===== src/hw/mcu_exec_consts.svh =====
`ifndef MCU_EXEC_CONSTS_SVH
`define MCU_EXEC_CONSTS_SVH

// ----------------------------------------------------------------------
// Register byte offsets
// ----------------------------------------------------------------------
`define OFS_CMD       8'h00
`define OFS_OPERAND   8'h04
`define OFS_IMM       8'h08
`define OFS_TARGET    8'h0C
`define OFS_WORK      8'h10
`define OFS_FLAGS     8'h14
`define OFS_PC        8'h18
`define OFS_STATUS    8'h1C
`define OFS_WDOG      8'h20
`define OFS_MEM_DATA  8'h24
`define OFS_STACK_TOP 8'h28

// ----------------------------------------------------------------------
// Command register fields and instruction codes
// ----------------------------------------------------------------------
`define CMD_OP_LSB    0
`define CMD_OP_MSB    3
`define CMD_BIT_LSB   4
`define CMD_BIT_MSB   6

`define OP_NOP        4'h0
`define OP_ADC        4'h1
`define OP_ADC_TO_MEM 4'h2
`define OP_ADD_MEM    4'h3
`define OP_ADD_IMM    4'h4
`define OP_ADD_TO_MEM 4'h5
`define OP_AND_MEM    4'h6
`define OP_AND_IMM    4'h7
`define OP_AND_TO_MEM 4'h8
`define OP_CALL       4'h9
`define OP_CLR_MEM    4'hA
`define OP_CLR_BIT    4'hB
`define OP_CLR_WDOG   4'hC
`define OP_INV_MEM    4'hD
`define OP_INV_WORK   4'hE
`define OP_BCD        4'hF

// ----------------------------------------------------------------------
// Flag register bit positions
// ----------------------------------------------------------------------
`define FLG_C         0
`define FLG_HC        1
`define FLG_Z         2
`define FLG_SX        3
`define FLG_SGN       4
`define FLG_TMO       5
`define FLG_PD        6

// ----------------------------------------------------------------------
// Status register bit positions
// ----------------------------------------------------------------------
`define STS_BUSY      0
`define STS_DEPTH_LSB 8
`define STS_DEPTH_MSB 11

// ----------------------------------------------------------------------
// Reset values and arithmetic constants
// ----------------------------------------------------------------------
`define RST_BYTE      8'h00
`define RST_PC        13'h0000
`define RST_WDOG      16'h0000
`define PC_STEP       13'h0001
`define BCD_LIMIT     4'h9
`define BCD_FIX       4'h6
`define WDOG_LIMIT    65535

`endif


===== src/hw/mcu_exec_pkg.sv =====
`default_nettype none
package mcu_exec_pkg;
  // Execution sequencer states
  typedef enum logic [2:0] {
    ST_IDLE,
    ST_READ,
    ST_EXEC,
    ST_CALL_PUSH,
    ST_CALL_LOAD
  } exec_state_t;

  // Result of one 8-bit addition with all its carries
  typedef struct packed {
    logic [7:0] sum;
    logic carry;
    logic half;
    logic overflow;
  } add_res_t;
endpackage
`default_nettype wire


===== src/hw/data_store.sv =====
`default_nettype none
// 256 x 8 data memory; read data come out of a register
module data_store (
  input wire logic pclk,
  input wire logic we,
  input wire logic [7:0] waddr,
  input wire logic [7:0] wdata,
  input wire logic [7:0] raddr,
  output logic [7:0] rdata_q
);
  logic [7:0] mem [0:255];

  // Write port
  always_ff @(posedge pclk) begin
    if (we) begin
      mem[waddr] <= wdata;
    end
  end

  // Registered read, so a written byte shows one cycle later
  always_ff @(posedge pclk) begin
    rdata_q <= mem[raddr];
  end
endmodule // data_store
`default_nettype wire


===== src/hw/return_stack.sv =====
`default_nettype none
// Eight-level return stack; a ninth push overwrites the oldest entry
module return_stack (
  input wire logic pclk,
  input wire logic presetn,
  input wire logic push,
  input wire logic [12:0] push_data,
  output logic [12:0] top_q,
  output logic [3:0] depth_q
);
  logic [12:0] slot [0:7];
  logic [2:0] ptr_q;

  // Storage; no reset needed, unread until pushed
  always_ff @(posedge pclk) begin
    if (push) begin
      slot[ptr_q] <= push_data;
    end
  end

  // Circular pointer; wraps after eight pushes so the oldest entry is lost
  always_ff @(posedge pclk or negedge presetn) begin
    if (!presetn) begin
      ptr_q <= 3'h0;
      top_q <= 13'h0000;
    end else if (push) begin
      ptr_q <= ptr_q + 3'h1;
      top_q <= push_data;
    end
  end

  // Depth saturates at eight
  always_ff @(posedge pclk or negedge presetn) begin
    if (!presetn) begin
      depth_q <= 4'h0;
    end else if (push && depth_q != 4'h8) begin
      depth_q <= depth_q + 4'h1;
    end
  end
endmodule // return_stack
`default_nettype wire


===== src/hw/mcu_exec.sv =====
// Our own choices: the placing of the registers and the APB slave port.
`include "mcu_exec_consts.svh"
`default_nettype none
module mcu_exec #(
  parameter int unsigned WDOG_LIMIT = `WDOG_LIMIT
) (
  input wire logic pclk,
  input wire logic presetn,
  input wire logic psel,
  input wire logic penable,
  input wire logic pwrite,
  input wire logic [31:0] paddr,
  input wire logic [31:0] pwdata,
  output logic [31:0] prdata,
  output logic pready,
  output logic pslverr
);
  import mcu_exec_pkg::*;

  // ----------------------------------------------------------------------
  // Helpers
  // ----------------------------------------------------------------------
  // Full 8-bit add with carry in, half carry and signed overflow
  function automatic add_res_t add8(input logic [7:0] a, input logic [7:0] b,
                                    input logic cin);
    logic [8:0] full;
    logic [4:0] low;
    add_res_t r;
    full = {1'b0, a} + {1'b0, b} + {8'h00, cin};
    low = {1'b0, a[3:0]} + {1'b0, b[3:0]} + {4'h0, cin};
    r.sum = full[7:0];
    r.carry = full[8];
    r.half = low[4];
    r.overflow = (a[7] == b[7]) && (full[7] != a[7]);
    return r;
  endfunction

  // Register offset match on a word-aligned address
  function automatic logic hit(input logic [31:0] addr, input logic [7:0] ofs);
    return (addr[31:8] == 24'h00_0000) && (addr[7:0] == ofs);
  endfunction

  // ----------------------------------------------------------------------
  // State
  // ----------------------------------------------------------------------
  exec_state_t state_q;
  logic [3:0] op_q;
  logic [2:0] bit_q;
  logic [7:0] operand_q;
  logic [7:0] imm_q;
  logic [12:0] target_q;
  logic [7:0] work_q;
  logic [12:0] pc_q;
  logic [15:0] wdog_q;
  logic [7:0] fetch_q;
  logic flag_c_q, flag_hc_q, flag_z_q, flag_sx_q, flag_sgn_q, flag_tmo_q, flag_pd_q;
  logic [31:0] prdata_q;
  logic pready_q, pslverr_q;

  logic [7:0] mem_rdata;
  logic [12:0] stack_top;
  logic [3:0] stack_depth;

  // APB access phase completing at this edge
  logic access_done, wr_done, busy;
  assign access_done = psel && penable && pready_q;
  assign wr_done = access_done && pwrite;
  assign busy = (state_q != ST_IDLE);

  logic cmd_start;
  assign cmd_start = wr_done && hit(paddr, `OFS_CMD) && !busy;

  // ----------------------------------------------------------------------
  // Datapath for the instruction in the execute cycle
  // ----------------------------------------------------------------------
  add_res_t add_r;
  logic [7:0] add_b;
  logic add_cin;
  logic [7:0] res;
  logic res_to_work, res_to_mem, upd_arith, upd_zero, upd_bcd_c;
  logic bcd_carry;
  logic [8:0] bcd_val;

  // Operand and carry select for the adder
  always_comb begin
    add_b = (op_q == `OP_ADD_IMM) ? imm_q : mem_rdata;
    add_cin = ((op_q == `OP_ADC) || (op_q == `OP_ADC_TO_MEM)) ? flag_c_q : 1'b0;
  end

  assign add_r = add8(work_q, add_b, add_cin);

  // Decimal adjust of the work register; high nibble follows the low fix
  always_comb begin
    logic [8:0] tmp;
    tmp = {1'b0, work_q};
    if ((work_q[3:0] > `BCD_LIMIT) || flag_hc_q) begin
      tmp = tmp + {5'h00, `BCD_FIX};
    end
    if ((tmp[7:4] > `BCD_LIMIT) || tmp[8] || flag_c_q) begin
      tmp = tmp + {1'b0, `BCD_FIX, 4'h0};
    end
    bcd_val = tmp;
    bcd_carry = tmp[8];
  end

  // Result, destination and flag groups per instruction
  always_comb begin
    res = add_r.sum;
    res_to_work = 1'b0;
    res_to_mem = 1'b0;
    upd_arith = 1'b0;
    upd_zero = 1'b0;
    upd_bcd_c = 1'b0;
    case (op_q)
      `OP_ADC, `OP_ADD_MEM, `OP_ADD_IMM: begin
        res_to_work = 1'b1;
        upd_arith = 1'b1;
      end
      `OP_ADC_TO_MEM, `OP_ADD_TO_MEM: begin
        res_to_mem = 1'b1;
        upd_arith = 1'b1;
      end
      `OP_AND_MEM: begin
        res = work_q & mem_rdata;
        res_to_work = 1'b1;
        upd_zero = 1'b1;
      end
      `OP_AND_IMM: begin
        res = work_q & imm_q;
        res_to_work = 1'b1;
        upd_zero = 1'b1;
      end
      `OP_AND_TO_MEM: begin
        res = work_q & mem_rdata;
        res_to_mem = 1'b1;
        upd_zero = 1'b1;
      end
      `OP_CLR_MEM: begin
        res = `RST_BYTE;
        res_to_mem = 1'b1;
      end
      `OP_CLR_BIT: begin
        res = mem_rdata & ~(8'h01 << bit_q);
        res_to_mem = 1'b1;
      end
      `OP_INV_MEM: begin
        res = ~mem_rdata;
        res_to_mem = 1'b1;
        upd_zero = 1'b1;
      end
      `OP_INV_WORK: begin
        res = ~mem_rdata;
        res_to_work = 1'b1;
        upd_zero = 1'b1;
      end
      `OP_BCD: begin
        res = bcd_val[7:0];
        res_to_mem = 1'b1;
        upd_bcd_c = 1'b1;
      end
      default: begin
        res = add_r.sum;
      end
    endcase
  end

  logic exec_now;
  assign exec_now = (state_q == ST_EXEC);

  // ----------------------------------------------------------------------
  // Sequencer
  // ----------------------------------------------------------------------
  // Every command but a call reads its memory operand first so the registered
  // memory output is settled before the execute cycle
  always_ff @(posedge pclk or negedge presetn) begin
    if (!presetn) begin
      state_q <= ST_IDLE;
    end else begin
      case (state_q)
        ST_IDLE: begin
          if (cmd_start) begin
            if (pwdata[`CMD_OP_MSB:`CMD_OP_LSB] == `OP_CALL) begin
              state_q <= ST_CALL_PUSH;
            end else begin
              state_q <= ST_READ;
            end
          end
        end
        ST_READ: state_q <= ST_EXEC;
        ST_EXEC: state_q <= ST_IDLE;
        ST_CALL_PUSH: state_q <= ST_CALL_LOAD;
        ST_CALL_LOAD: state_q <= ST_IDLE;
        default: state_q <= ST_IDLE;
      endcase
    end
  end

  // Command capture; writes while busy are dropped
  always_ff @(posedge pclk or negedge presetn) begin
    if (!presetn) begin
      op_q <= `OP_NOP;
      bit_q <= 3'h0;
    end else if (cmd_start) begin
      op_q <= pwdata[`CMD_OP_MSB:`CMD_OP_LSB];
      bit_q <= pwdata[`CMD_BIT_MSB:`CMD_BIT_LSB];
    end
  end

  // Operand registers, frozen while an instruction runs
  always_ff @(posedge pclk or negedge presetn) begin
    if (!presetn) begin
      operand_q <= `RST_BYTE;
      imm_q <= `RST_BYTE;
      target_q <= `RST_PC;
    end else if (wr_done && !busy) begin
      if (hit(paddr, `OFS_OPERAND)) operand_q <= pwdata[7:0];
      if (hit(paddr, `OFS_IMM)) imm_q <= pwdata[7:0];
      if (hit(paddr, `OFS_TARGET)) target_q <= pwdata[12:0];
    end
  end

  // Work register
  always_ff @(posedge pclk or negedge presetn) begin
    if (!presetn) begin
      work_q <= `RST_BYTE;
    end else if (exec_now && res_to_work) begin
      work_q <= res;
    end else if (wr_done && !busy && hit(paddr, `OFS_WORK)) begin
      work_q <= pwdata[7:0];
    end
  end

  // Program counter; a call loads the target in its second cycle
  always_ff @(posedge pclk or negedge presetn) begin
    if (!presetn) begin
      pc_q <= `RST_PC;
    end else if (state_q == ST_CALL_LOAD) begin
      pc_q <= target_q;
    end else if (exec_now) begin
      pc_q <= pc_q + `PC_STEP;
    end
  end

  // Memory operand as last read, visible through the data window
  always_ff @(posedge pclk or negedge presetn) begin
    if (!presetn) begin
      fetch_q <= `RST_BYTE;
    end else if (exec_now) begin
      fetch_q <= res_to_mem ? res : mem_rdata;
    end else if (!busy) begin
      fetch_q <= mem_rdata;
    end
  end

  // ----------------------------------------------------------------------
  // Flags
  // ----------------------------------------------------------------------
  // Arithmetic flags; a call leaves them all alone
  always_ff @(posedge pclk or negedge presetn) begin
    if (!presetn) begin
      flag_c_q <= 1'b0;
      flag_hc_q <= 1'b0;
      flag_sx_q <= 1'b0;
      flag_sgn_q <= 1'b0;
    end else if (exec_now && upd_arith) begin
      flag_c_q <= add_r.carry;
      flag_hc_q <= add_r.half;
      flag_sx_q <= add_r.overflow;
      flag_sgn_q <= add_r.overflow ^ add_r.sum[7];
    end else if (exec_now && upd_bcd_c) begin
      flag_c_q <= flag_c_q | bcd_carry;
    end else if (wr_done && !busy && hit(paddr, `OFS_FLAGS)) begin
      flag_c_q <= pwdata[`FLG_C];
      flag_hc_q <= pwdata[`FLG_HC];
      flag_sx_q <= pwdata[`FLG_SX];
      flag_sgn_q <= pwdata[`FLG_SGN];
    end
  end

  // Zero flag follows the 8-bit result of every affecting instruction
  always_ff @(posedge pclk or negedge presetn) begin
    if (!presetn) begin
      flag_z_q <= 1'b0;
    end else if (exec_now && (upd_arith || upd_zero)) begin
      flag_z_q <= (res == 8'h00);
    end else if (wr_done && !busy && hit(paddr, `OFS_FLAGS)) begin
      flag_z_q <= pwdata[`FLG_Z];
    end
  end

  logic wdog_clr, wdog_expire;
  assign wdog_clr = exec_now && (op_q == `OP_CLR_WDOG);
  assign wdog_expire = (32'(wdog_q) >= WDOG_LIMIT);

  // Watchdog counter; wraps on expiry
  always_ff @(posedge pclk or negedge presetn) begin
    if (!presetn) begin
      wdog_q <= `RST_WDOG;
    end else if (wdog_clr || wdog_expire) begin
      wdog_q <= `RST_WDOG;
    end else begin
      wdog_q <= wdog_q + 16'h0001;
    end
  end

  // Timeout and powerdown; a watchdog clear wins over expiry, expiry wins over a flags write
  always_ff @(posedge pclk or negedge presetn) begin
    if (!presetn) begin
      flag_tmo_q <= 1'b0;
      flag_pd_q <= 1'b0;
    end else if (wdog_clr) begin
      flag_tmo_q <= 1'b0;
      flag_pd_q <= 1'b0;
    end else if (wr_done && hit(paddr, `OFS_FLAGS)) begin
      flag_tmo_q <= pwdata[`FLG_TMO] | wdog_expire;
      flag_pd_q <= pwdata[`FLG_PD];
    end else if (wdog_expire) begin
      flag_tmo_q <= 1'b1;
    end
  end

  // ----------------------------------------------------------------------
  // Memory and stack
  // ----------------------------------------------------------------------
  logic mem_we;
  logic [7:0] mem_wdata;

  // Execution owns the write port while busy, software otherwise
  always_comb begin
    mem_we = 1'b0;
    mem_wdata = res;
    if (exec_now && res_to_mem) begin
      mem_we = 1'b1;
    end else if (wr_done && !busy && hit(paddr, `OFS_MEM_DATA)) begin
      mem_we = 1'b1;
      mem_wdata = pwdata[7:0];
    end
  end

  data_store u_mem (
    .pclk(pclk),
    .we(mem_we),
    .waddr(operand_q),
    .wdata(mem_wdata),
    .raddr(operand_q),
    .rdata_q(mem_rdata)
  );

  return_stack u_stack (
    .pclk(pclk),
    .presetn(presetn),
    .push(state_q == ST_CALL_PUSH),
    .push_data(pc_q + `PC_STEP),
    .top_q(stack_top),
    .depth_q(stack_depth)
  );

  // ----------------------------------------------------------------------
  // APB slave
  // ----------------------------------------------------------------------
  logic [31:0] rd_word;
  logic rd_ok;

  // Read mux and address decode for the setup cycle
  always_comb begin
    rd_word = 32'h0000_0000;
    rd_ok = 1'b1;
    if (hit(paddr, `OFS_CMD)) rd_word = {24'h00_0000, 1'b0, bit_q, op_q};
    else if (hit(paddr, `OFS_OPERAND)) rd_word = {24'h00_0000, operand_q};
    else if (hit(paddr, `OFS_IMM)) rd_word = {24'h00_0000, imm_q};
    else if (hit(paddr, `OFS_TARGET)) rd_word = {19'h0_0000, target_q};
    else if (hit(paddr, `OFS_WORK)) rd_word = {24'h00_0000, work_q};
    else if (hit(paddr, `OFS_FLAGS)) begin
      rd_word = {25'h000_0000, flag_pd_q, flag_tmo_q, flag_sgn_q, flag_sx_q,
                 flag_z_q, flag_hc_q, flag_c_q};
    end
    else if (hit(paddr, `OFS_PC)) rd_word = {19'h0_0000, pc_q};
    else if (hit(paddr, `OFS_STATUS)) rd_word = {20'h0_0000, stack_depth, 7'h00, busy};
    else if (hit(paddr, `OFS_WDOG)) rd_word = {16'h0000, wdog_q};
    else if (hit(paddr, `OFS_MEM_DATA)) rd_word = {24'h00_0000, fetch_q};
    else if (hit(paddr, `OFS_STACK_TOP)) rd_word = {19'h0_0000, stack_top};
    else rd_ok = 1'b0;
  end

  // No wait state: answer is registered in setup, shown in access
  always_ff @(posedge pclk or negedge presetn) begin
    if (!presetn) begin
      pready_q <= 1'b0;
      pslverr_q <= 1'b0;
      prdata_q <= 32'h0000_0000;
    end else begin
      pready_q <= psel && !penable;
      pslverr_q <= psel && !penable && !rd_ok;
      prdata_q <= (psel && !penable && !pwrite) ? rd_word : 32'h0000_0000;
    end
  end

  assign prdata = prdata_q;
  assign pready = pready_q;
  assign pslverr = pslverr_q;
endmodule // mcu_exec
`default_nettype wire


===== config.mk =====
export PLATFORM = sky130hd
export DESIGN_NAME = mcu_exec
export DESIGN_NICKNAME = d
export VERILOG_FILES = /design/src/hw/mcu_exec_pkg.sv /design/src/hw/data_store.sv /design/src/hw/return_stack.sv /design/src/hw/mcu_exec.sv
export VERILOG_INCLUDE_DIRS = /design/src /design/src/hw
export SDC_FILE = /design/constraint.sdc
export NUM_CORES = 2
export LEC_CHECK = 0
export ABC_AREA = 0
export BUFFER_PORTS_ARGS = -buffer_cell sky130_fd_sc_hd__buf_4
export CORE_UTILIZATION = 30
export CTS_CLUSTER_DIAMETER = 150
export DETAILED_ROUTE_END_ITERATION = 7
export PLACE_DENSITY = 0.4
export SLEW_MARGIN = 10
export SYNTH_ARGS = -nofsm -noshare
export SYNTH_HDL_FRONTEND = slang
export SYNTH_HIERARCHICAL = 1
export SYNTH_SLANG_ARGS = --single-unit

===== constraint.sdc =====
create_clock -name pclk -period 17.4 [get_ports pclk]
set_input_delay 2.61 -clock pclk [delete_from_list [all_inputs] [get_ports pclk]]
set_output_delay 2.61 -clock pclk [all_outputs]
set_load 0.05 [all_outputs]

Word level (Yosys, flattened, before mapping)
Memories as Yosys holds them, arrays and structs flattened. A register that Yosys moved wholly into a read port is not among the register bits.
Cells that the tools add are included.
{"block": "totals", "wordCells": 212, "mem_bits_rw": 2048, "regBits": 142, "in_bits": 69, "output_inout_bits": 34, "memories": 1}
{"memory": "u_mem.mem", "depth": 256, "width": 8, "rd": 1, "rd_ports_with_merged_regs": 1, "write_ports": 1, "line": "data_store.sv:11", "source": "logic [7:0] mem [0:255];"}
{"block": "op_classes", "n_bitwise": 8, "n_shift": 1, "order_cmp": 3, "mux": 69, "n_reduce_logical": 64, "addsub": 9, "eq_ne": 35}
{"op": "16-bit two-way mux", "count": 10}
{"op": "8-bit two-way mux", "count": 8}
{"op": "13-bit two-way mux", "count": 4}
{"op": "8-bit case mux with 6 select lines", "count": 1}
{"op": "1-bit two-way mux", "count": 40}
{"op": "4-bit equality test (second input constant)", "count": 8}
{"op": "8-bit by 5-bit equality test with 1-bit output (second input constant)", "count": 4}
{"op": "1-bit logical AND", "count": 32}
{"op": "32-bit two-way mux", "count": 1}
{"op": "8-bit AND", "count": 3}
{"op": "8-bit by 6-bit equality test with 1-bit output (second input constant)", "count": 3}
{"op": "24-bit zero test", "count": 1}
{"op": "9-bit two-way mux", "count": 2}
{"op": "16-bit by 1-bit adder with 16-bit output (second input constant)", "count": 1}
{"op": "4-bit by 3-bit equality test with 1-bit output (second input constant)", "count": 4}
{"op": "8-bit by 4-bit equality test with 1-bit output (second input constant)", "count": 2}
{"op": "16-bit >= comparator (second input constant)", "count": 1}
{"op": "8-bit zero test", "count": 2}
{"op": "8-bit NOT", "count": 2}
{"op": "13-bit by 1-bit adder with 13-bit output (second input constant)", "count": 1}
{"op": "2-bit nonzero test", "count": 5}
{"op": "5-bit OR reduction", "count": 2}
{"op": "8-bit by 3-bit adder with 9-bit output (second input constant)", "count": 1}
{"op": "8-bit by 8-bit adder with 9-bit output", "count": 1}
{"op": "31 further kinds", "count": 50}

Logic depth before layout (Yosys ltp)
{"block": "depth", "ltp_word": 15, "ltp_mapped": 14, "mapped_depth_nobuf": 12}

Cells and area by module
Netlist, hierarchy kept.
{"module": "data_store", "area_per_inst_um2": 79556.3, "seq_area_each_um2": 61659.1, "cells_each": 3733, "instances": 1}
{"module": "mcu_exec", "area_per_inst_um2": 7450.9, "seq_area_each_um2": 2727.6, "cells_each": 844, "instances": 1}
{"module": "return_stack", "area_per_inst_um2": 747.0, "seq_area_each_um2": 425.4, "cells_each": 46, "instances": 1}

Worst setup path after synthesis
Ideal clock, no wire load.
{"block": "synth_path", "path_type": "input to register", "from": "in paddr[8]", "to": "mem u_mem.mem[0][5], data pin", "setup_ps": 2188, "n_path_buf": 2, "arrival_time_ps": 13545, "path_stages": 8, "required_time_ps": 15212, "setup_slack_ps": 1667, "path_cell_list": "nor4_1 nand4_1 nor2_1 and4_1 buf_2 and2_1 clkbuf_1 o21ai_0"}
{"block": "synth_between", "elab_chain_len": 5}
{"item": "start, declared", "line": "mcu_exec.sv:12", "source": "input wire logic [31:0] paddr,"}
{"item": "24-bit zero test", "line": "mcu_exec.sv:40", "source": "return (addr[31:8] == 24'h00_0000) && (addr[7:0] == ofs);"}
{"item": "1-bit logical AND", "line": "mcu_exec.sv:40"}
{"item": "1-bit logical AND", "line": "mcu_exec.sv:334", "source": "end else if (wr_done && !busy && hit(paddr, `OFS_MEM_DATA)) begin"}
{"item": "8-bit two-way mux", "line": "mcu_exec.sv:334"}
{"item": "8-bit two-way mux", "line": "mcu_exec.sv:332", "source": "if (exec_now && res_to_mem) begin"}
{"item": "net mem_wdata[5]", "line": "mcu_exec.sv:326", "source": "logic [7:0] mem_wdata;"}
{"item": "end, declared", "line": "data_store.sv:11"}
The timed path passes the listed nets, and every way through them passes these cells.

Worst setup path after layout
{"block": "layout_path", "from": "in paddr[27]", "to": "mem u_mem.mem[13][2] (enable)"}
{"block": "layout_between", "elab_chain_len": 7}
{"item": "24-bit zero test", "line": "mcu_exec.sv:40"}
{"item": "1-bit logical AND", "line": "mcu_exec.sv:40"}
{"item": "1-bit logical AND", "line": "mcu_exec.sv:334"}
{"item": "1-bit two-way mux", "line": "mcu_exec.sv:334"}
{"item": "1-bit two-way mux", "line": "mcu_exec.sv:332"}
{"item": "net mem_we", "line": "mcu_exec.sv:325", "source": "logic mem_we;"}
{"item": "1-bit two-way mux", "line": "data_store.sv:15", "source": "if (we) begin"}
{"item": "1-bit two-way mux (implied by the code)", "line": "data_store.sv:16", "source": "mem[waddr] <= wdata;"}
The timed path passes the listed nets, and every way through them passes these cells.

==> impl_metrics.env <==
export IMPL_run_status="completed"
export IMPL_core_area_um2=291000
export IMPL_cp_required_ns=17.88
export IMPL_routedWlPerCell_um=29.6
export IMPL_cpMostUsedCell="buf_4"
export IMPL_io_pin_count=103
export IMPL_powerDensity_nw_per_um2=107
export IMPL_sw_frac_of_total_pct=19.8
export IMPL_cts_resized=0
export IMPL_yosysSeqAreaShare_pct=73.9
export IMPL_ys_flop_type="edfxtp_1"
export IMPL_drtIter0Drc=3966
export IMPL_fmax_ghz=0.140
export IMPL_async_reset_ff_share_pct=5.77
export IMPL_ys_top_cells_by_area="edfxtp_1, mux4_2, dfrtp_1"
export IMPL_detail_route_antenna_nets=0
export IMPL_max_slew_worst_pin_slew_ns=1.30
export IMPL_tns_ns=0
export IMPL_crit_type="in -> reg"
export IMPL_rsz0062_at_grt="no"
export IMPL_area_growth_pct=14.2
export IMPL_rr_worst_depth=12
export IMPL_start_util_pct=30.2
export IMPL_gp_congestion=0.781
export IMPL_grt_remaining_overflow=0
export IMPL_drtPass1Iterations=5
export IMPL_ys_warn_count=6
export IMPL_min_to="u_stack/top_q[8]$_DFFE_PN0P_"
export IMPL_max_vdd_ir_drop_v=0.0000780
export IMPL_slowest_stage="nand4_1"
export IMPL_fin_nets=4831
export IMPL_setup_viol=0
export IMPL_hp_start="u_stack/top_q[8]$_DFFE_PN0P_"
export IMPL_cts_num_sinks=2182
export IMPL_fin_worst_skew_ns=0.0591
export IMPL_seqPwrFrac_pct=52.7
export IMPL_drt_total_wl_mm=262
export IMPL_rrSetupSlack_ns=10.80
export IMPL_first_global_vias=46400
export IMPL_antenna_found_initial=9
export IMPL_utilization_pct=34.5
export IMPL_cts_root_buf="clkbuf_16"
export IMPL_max_slew_margin_rel_pct=13.4
export IMPL_routed_via_density=5.12
export IMPL_synth_common_cells="edfxtp_1, mux4_2, nor2_1"
export IMPL_place_inst=8400
export IMPL_startpoint="paddr[27]"
export IMPL_die_w_um=543
export IMPL_path_cells="buf_4, nor4_1, nand4_1, nor2_1, and4_1, nand2_1, nand2_1, buf_4, nand4_1, buf_4, nor2_1"
export IMPL_worstSetupStartpointType="input pin"
export IMPL_place_ws_ns=9.31
export IMPL_cts_tree="yes"
export IMPL_p_sw_w=0.00213
export IMPL_dpl_hpwl_mm=157
export IMPL_fin_crit_ns=7.12
export IMPL_r2r_end="u_mem/mem[26][7]$_DFFE_PP_"
export IMPL_hold_path_class="reg -> reg"
export IMPL_netlist_area_um2=87800
export IMPL_placementRows=198
export IMPL_synth_distinct_cells=93
export IMPL_timing_rr_start="op_q[2]$_DFFE_PN0P_"
export IMPL_clkPwrFrac_pct=46.9
export IMPL_ctsHtreeMaxLevel=4
export IMPL_dr_total_vias=45300
export IMPL_drc=0
export IMPL_drive_above_1_share_pct=22.0
export IMPL_nFillCells=27500
export IMPL_grt_start_max_net_pins=180
export IMPL_synth_top_cell_by_area="edfxtp_1"
export IMPL_synth_top_area_share_pct=70.1
export IMPL_synthCells=4623
export IMPL_power_w=0.0107
export IMPL_finalCritPeriodShare_pct=40.9
export IMPL_clkTransAtPathRegs_ns=0.06
export IMPL_die_area_um2=295000
export IMPL_hold_buffers=0
export IMPL_hold_viol=0
export IMPL_clk_path_buf_depth=4
export IMPL_end_kind="flip-flop"
export IMPL_holdPathStages=1
export IMPL_syn_avg_cell_area_um2=19.0
export IMPL_clk_latency_ns=0.90
export IMPL_die_h_um=543
export IMPL_synth_most_common_cell="edfxtp_1"
export IMPL_fin_ws_ns=10.28
export IMPL_finalMaxSlewViolations=0
export IMPL_synth_seq_cells=2182
export IMPL_p_leak_nw=30.2
export IMPL_cap_viol_max_count=0
export IMPL_critical_path_peak_fanout=19
export IMPL_synth_edf_count=2048
export IMPL_cpPeakStageDelay_ns=0.91
export IMPL_instances_no_fill=8842
export IMPL_grt_pass1_wl_mm=369
export IMPL_cts_buffers=245
export IMPL_p_int_w=0.00859
export IMPL_comb_power_share_pct=0.3
export IMPL_numPortBuffers=67
export IMPL_track_usage_pct=17.6
export IMPL_arrival_ns=7.60
export IMPL_post_cts_buffers=0
worst max path at each step:
stage | to | slack (ns) | depth (start not counted)
6_report | u_mem/mem[13][2]$_DFFE_PP_ | 10.28 | 11
5_1_grt | u_mem/mem[13][2]$_DFFE_PP_ | 10.08 | 11
4_1_cts | u_mem/mem[29][0]$_DFFE_PP_ | 10.22 | 11
3_5_place_dp | u_mem/mem[29][0]$_DFFE_PP_ | 9.31 | 11
3_3_place_gp | u_mem/mem[77][7]$_DFFE_PP_ | 9.32 | 11
2_1_floorplan | u_mem/mem[0][5]$_DFFE_PP_ | 1.67 | 8
layout by cell type (no fill, tap or decap), drive strengths merged, types with 11 or more instances in the layout:
master and count:
edfxtp 2048, mux4 456, nor2 344, clkbuf 300, buf 173, mux2i 157
a21oi 145, a22oi 141, dfrtp 126, nand2 121, clkinv 100, nand3 69
o22ai 63, mux2 60, o21ai 51, o221ai 50, nor3 43, nor2b 40
nor4 38, inv 35, xnor2 24, bufinv 23, a211oi 22, nand4 22
a221oi 19, a31oi 16, conb 16, and3 15, nand2b 15, xor2 13
o211ai 13, o22a 13, ha 13, and2 12, a22o 11
cell type report:
type	instances	area (um2)	share of cell area, %
Sequential cell	2182	64800	64.7
Inverter	28	105	0.105
Multi-Input combinational cell	2117	21300	21.3
Antenna cell	4	10.0	0.00999
Clock inverter	138	1270	1.27
Clock buffer	300	6400	6.38
Tap cell	3900	4880	4.87
Timing Repair Buffer	173	1430	1.43
per-layer routing:
layer / vias up / GRT usage, % / part of all wire (%)
li1: 19200 / - / -
met1: 24500 / 25.0 / 46
met2: 1206 / 28.2 / 47
met3: 327 / 2.34 / 4.8
met4: 0 / 4.64 / 2.3
met5: - / 0 / 0
critical path, delay by kind of cell:
family	cells	cell delay [ns]
buffers and inverters	3	1.04
and+or+nand+nor	8	3.86
registers in the layout (all words and copies together) (netlist names), 3 cells and up:
| name | count |
|---|---|
| u_mem/mem | 2048 |
| u_stack/top_q | 13 |
| imm_q | 8 |
| pc_q | 13 |
| op_q | 4 |
| state_q | 3 |
| bit_q | 3 |
| prdata | 16 |
| target_q | 13 |
| u_stack/depth_q | 4 |
| u_mem/rdata_q | 8 |
| work_q | 8 |
| wdog_q | 16 |
| operand_q | 8 |
| fetch_q | 8 |
power by group through the flow:
| stage | combinational, W | clock [W] | sequential (W) |
|---|---|---|---|
| 6_report | 0.0000363 | 0.00503 | 0.00566 |
| 5_1_grt | 0.0000394 | 0.00535 | 0.00565 |
| 4_1_cts | 0.0000369 | 0.00517 | 0.00565 |
| 3_5_place_dp | 0.0000369 | 0 | 0.00576 |
| 3_3_place_gp | 0.0000372 | 0 | 0.00576 |
| 2_1_floorplan | 0.0000159 | 0 | 0.00577 |
cells by family after synthesis:
family,count (synthesis),synth area share (%)
other,1,0.00427
xor gates and xnor gates,37,0.378
DFF,2182,73.9
buffers and inverters,339,2.22
and+or+nand+nor,765,4.15
AOI/OAI and AO/OA,611,4.82
muxes,673,14.3
adders and majority gates,15,0.231
per-stage QoR:
| step | area (um2) | hold WS [ns] |
|---|---|---|
| after detailed placement | 92500 | 0.498 |
| final | 100000 | 0.509 |
| after global placement | 92500 | 0.494 |
| after floorplan | 87800 | 0.468 |
| after CTS | 100000 | 0.513 |
| after global routing | 100000 | 0.531 |
No activity file was read; power rests on OpenSTA's default activity.
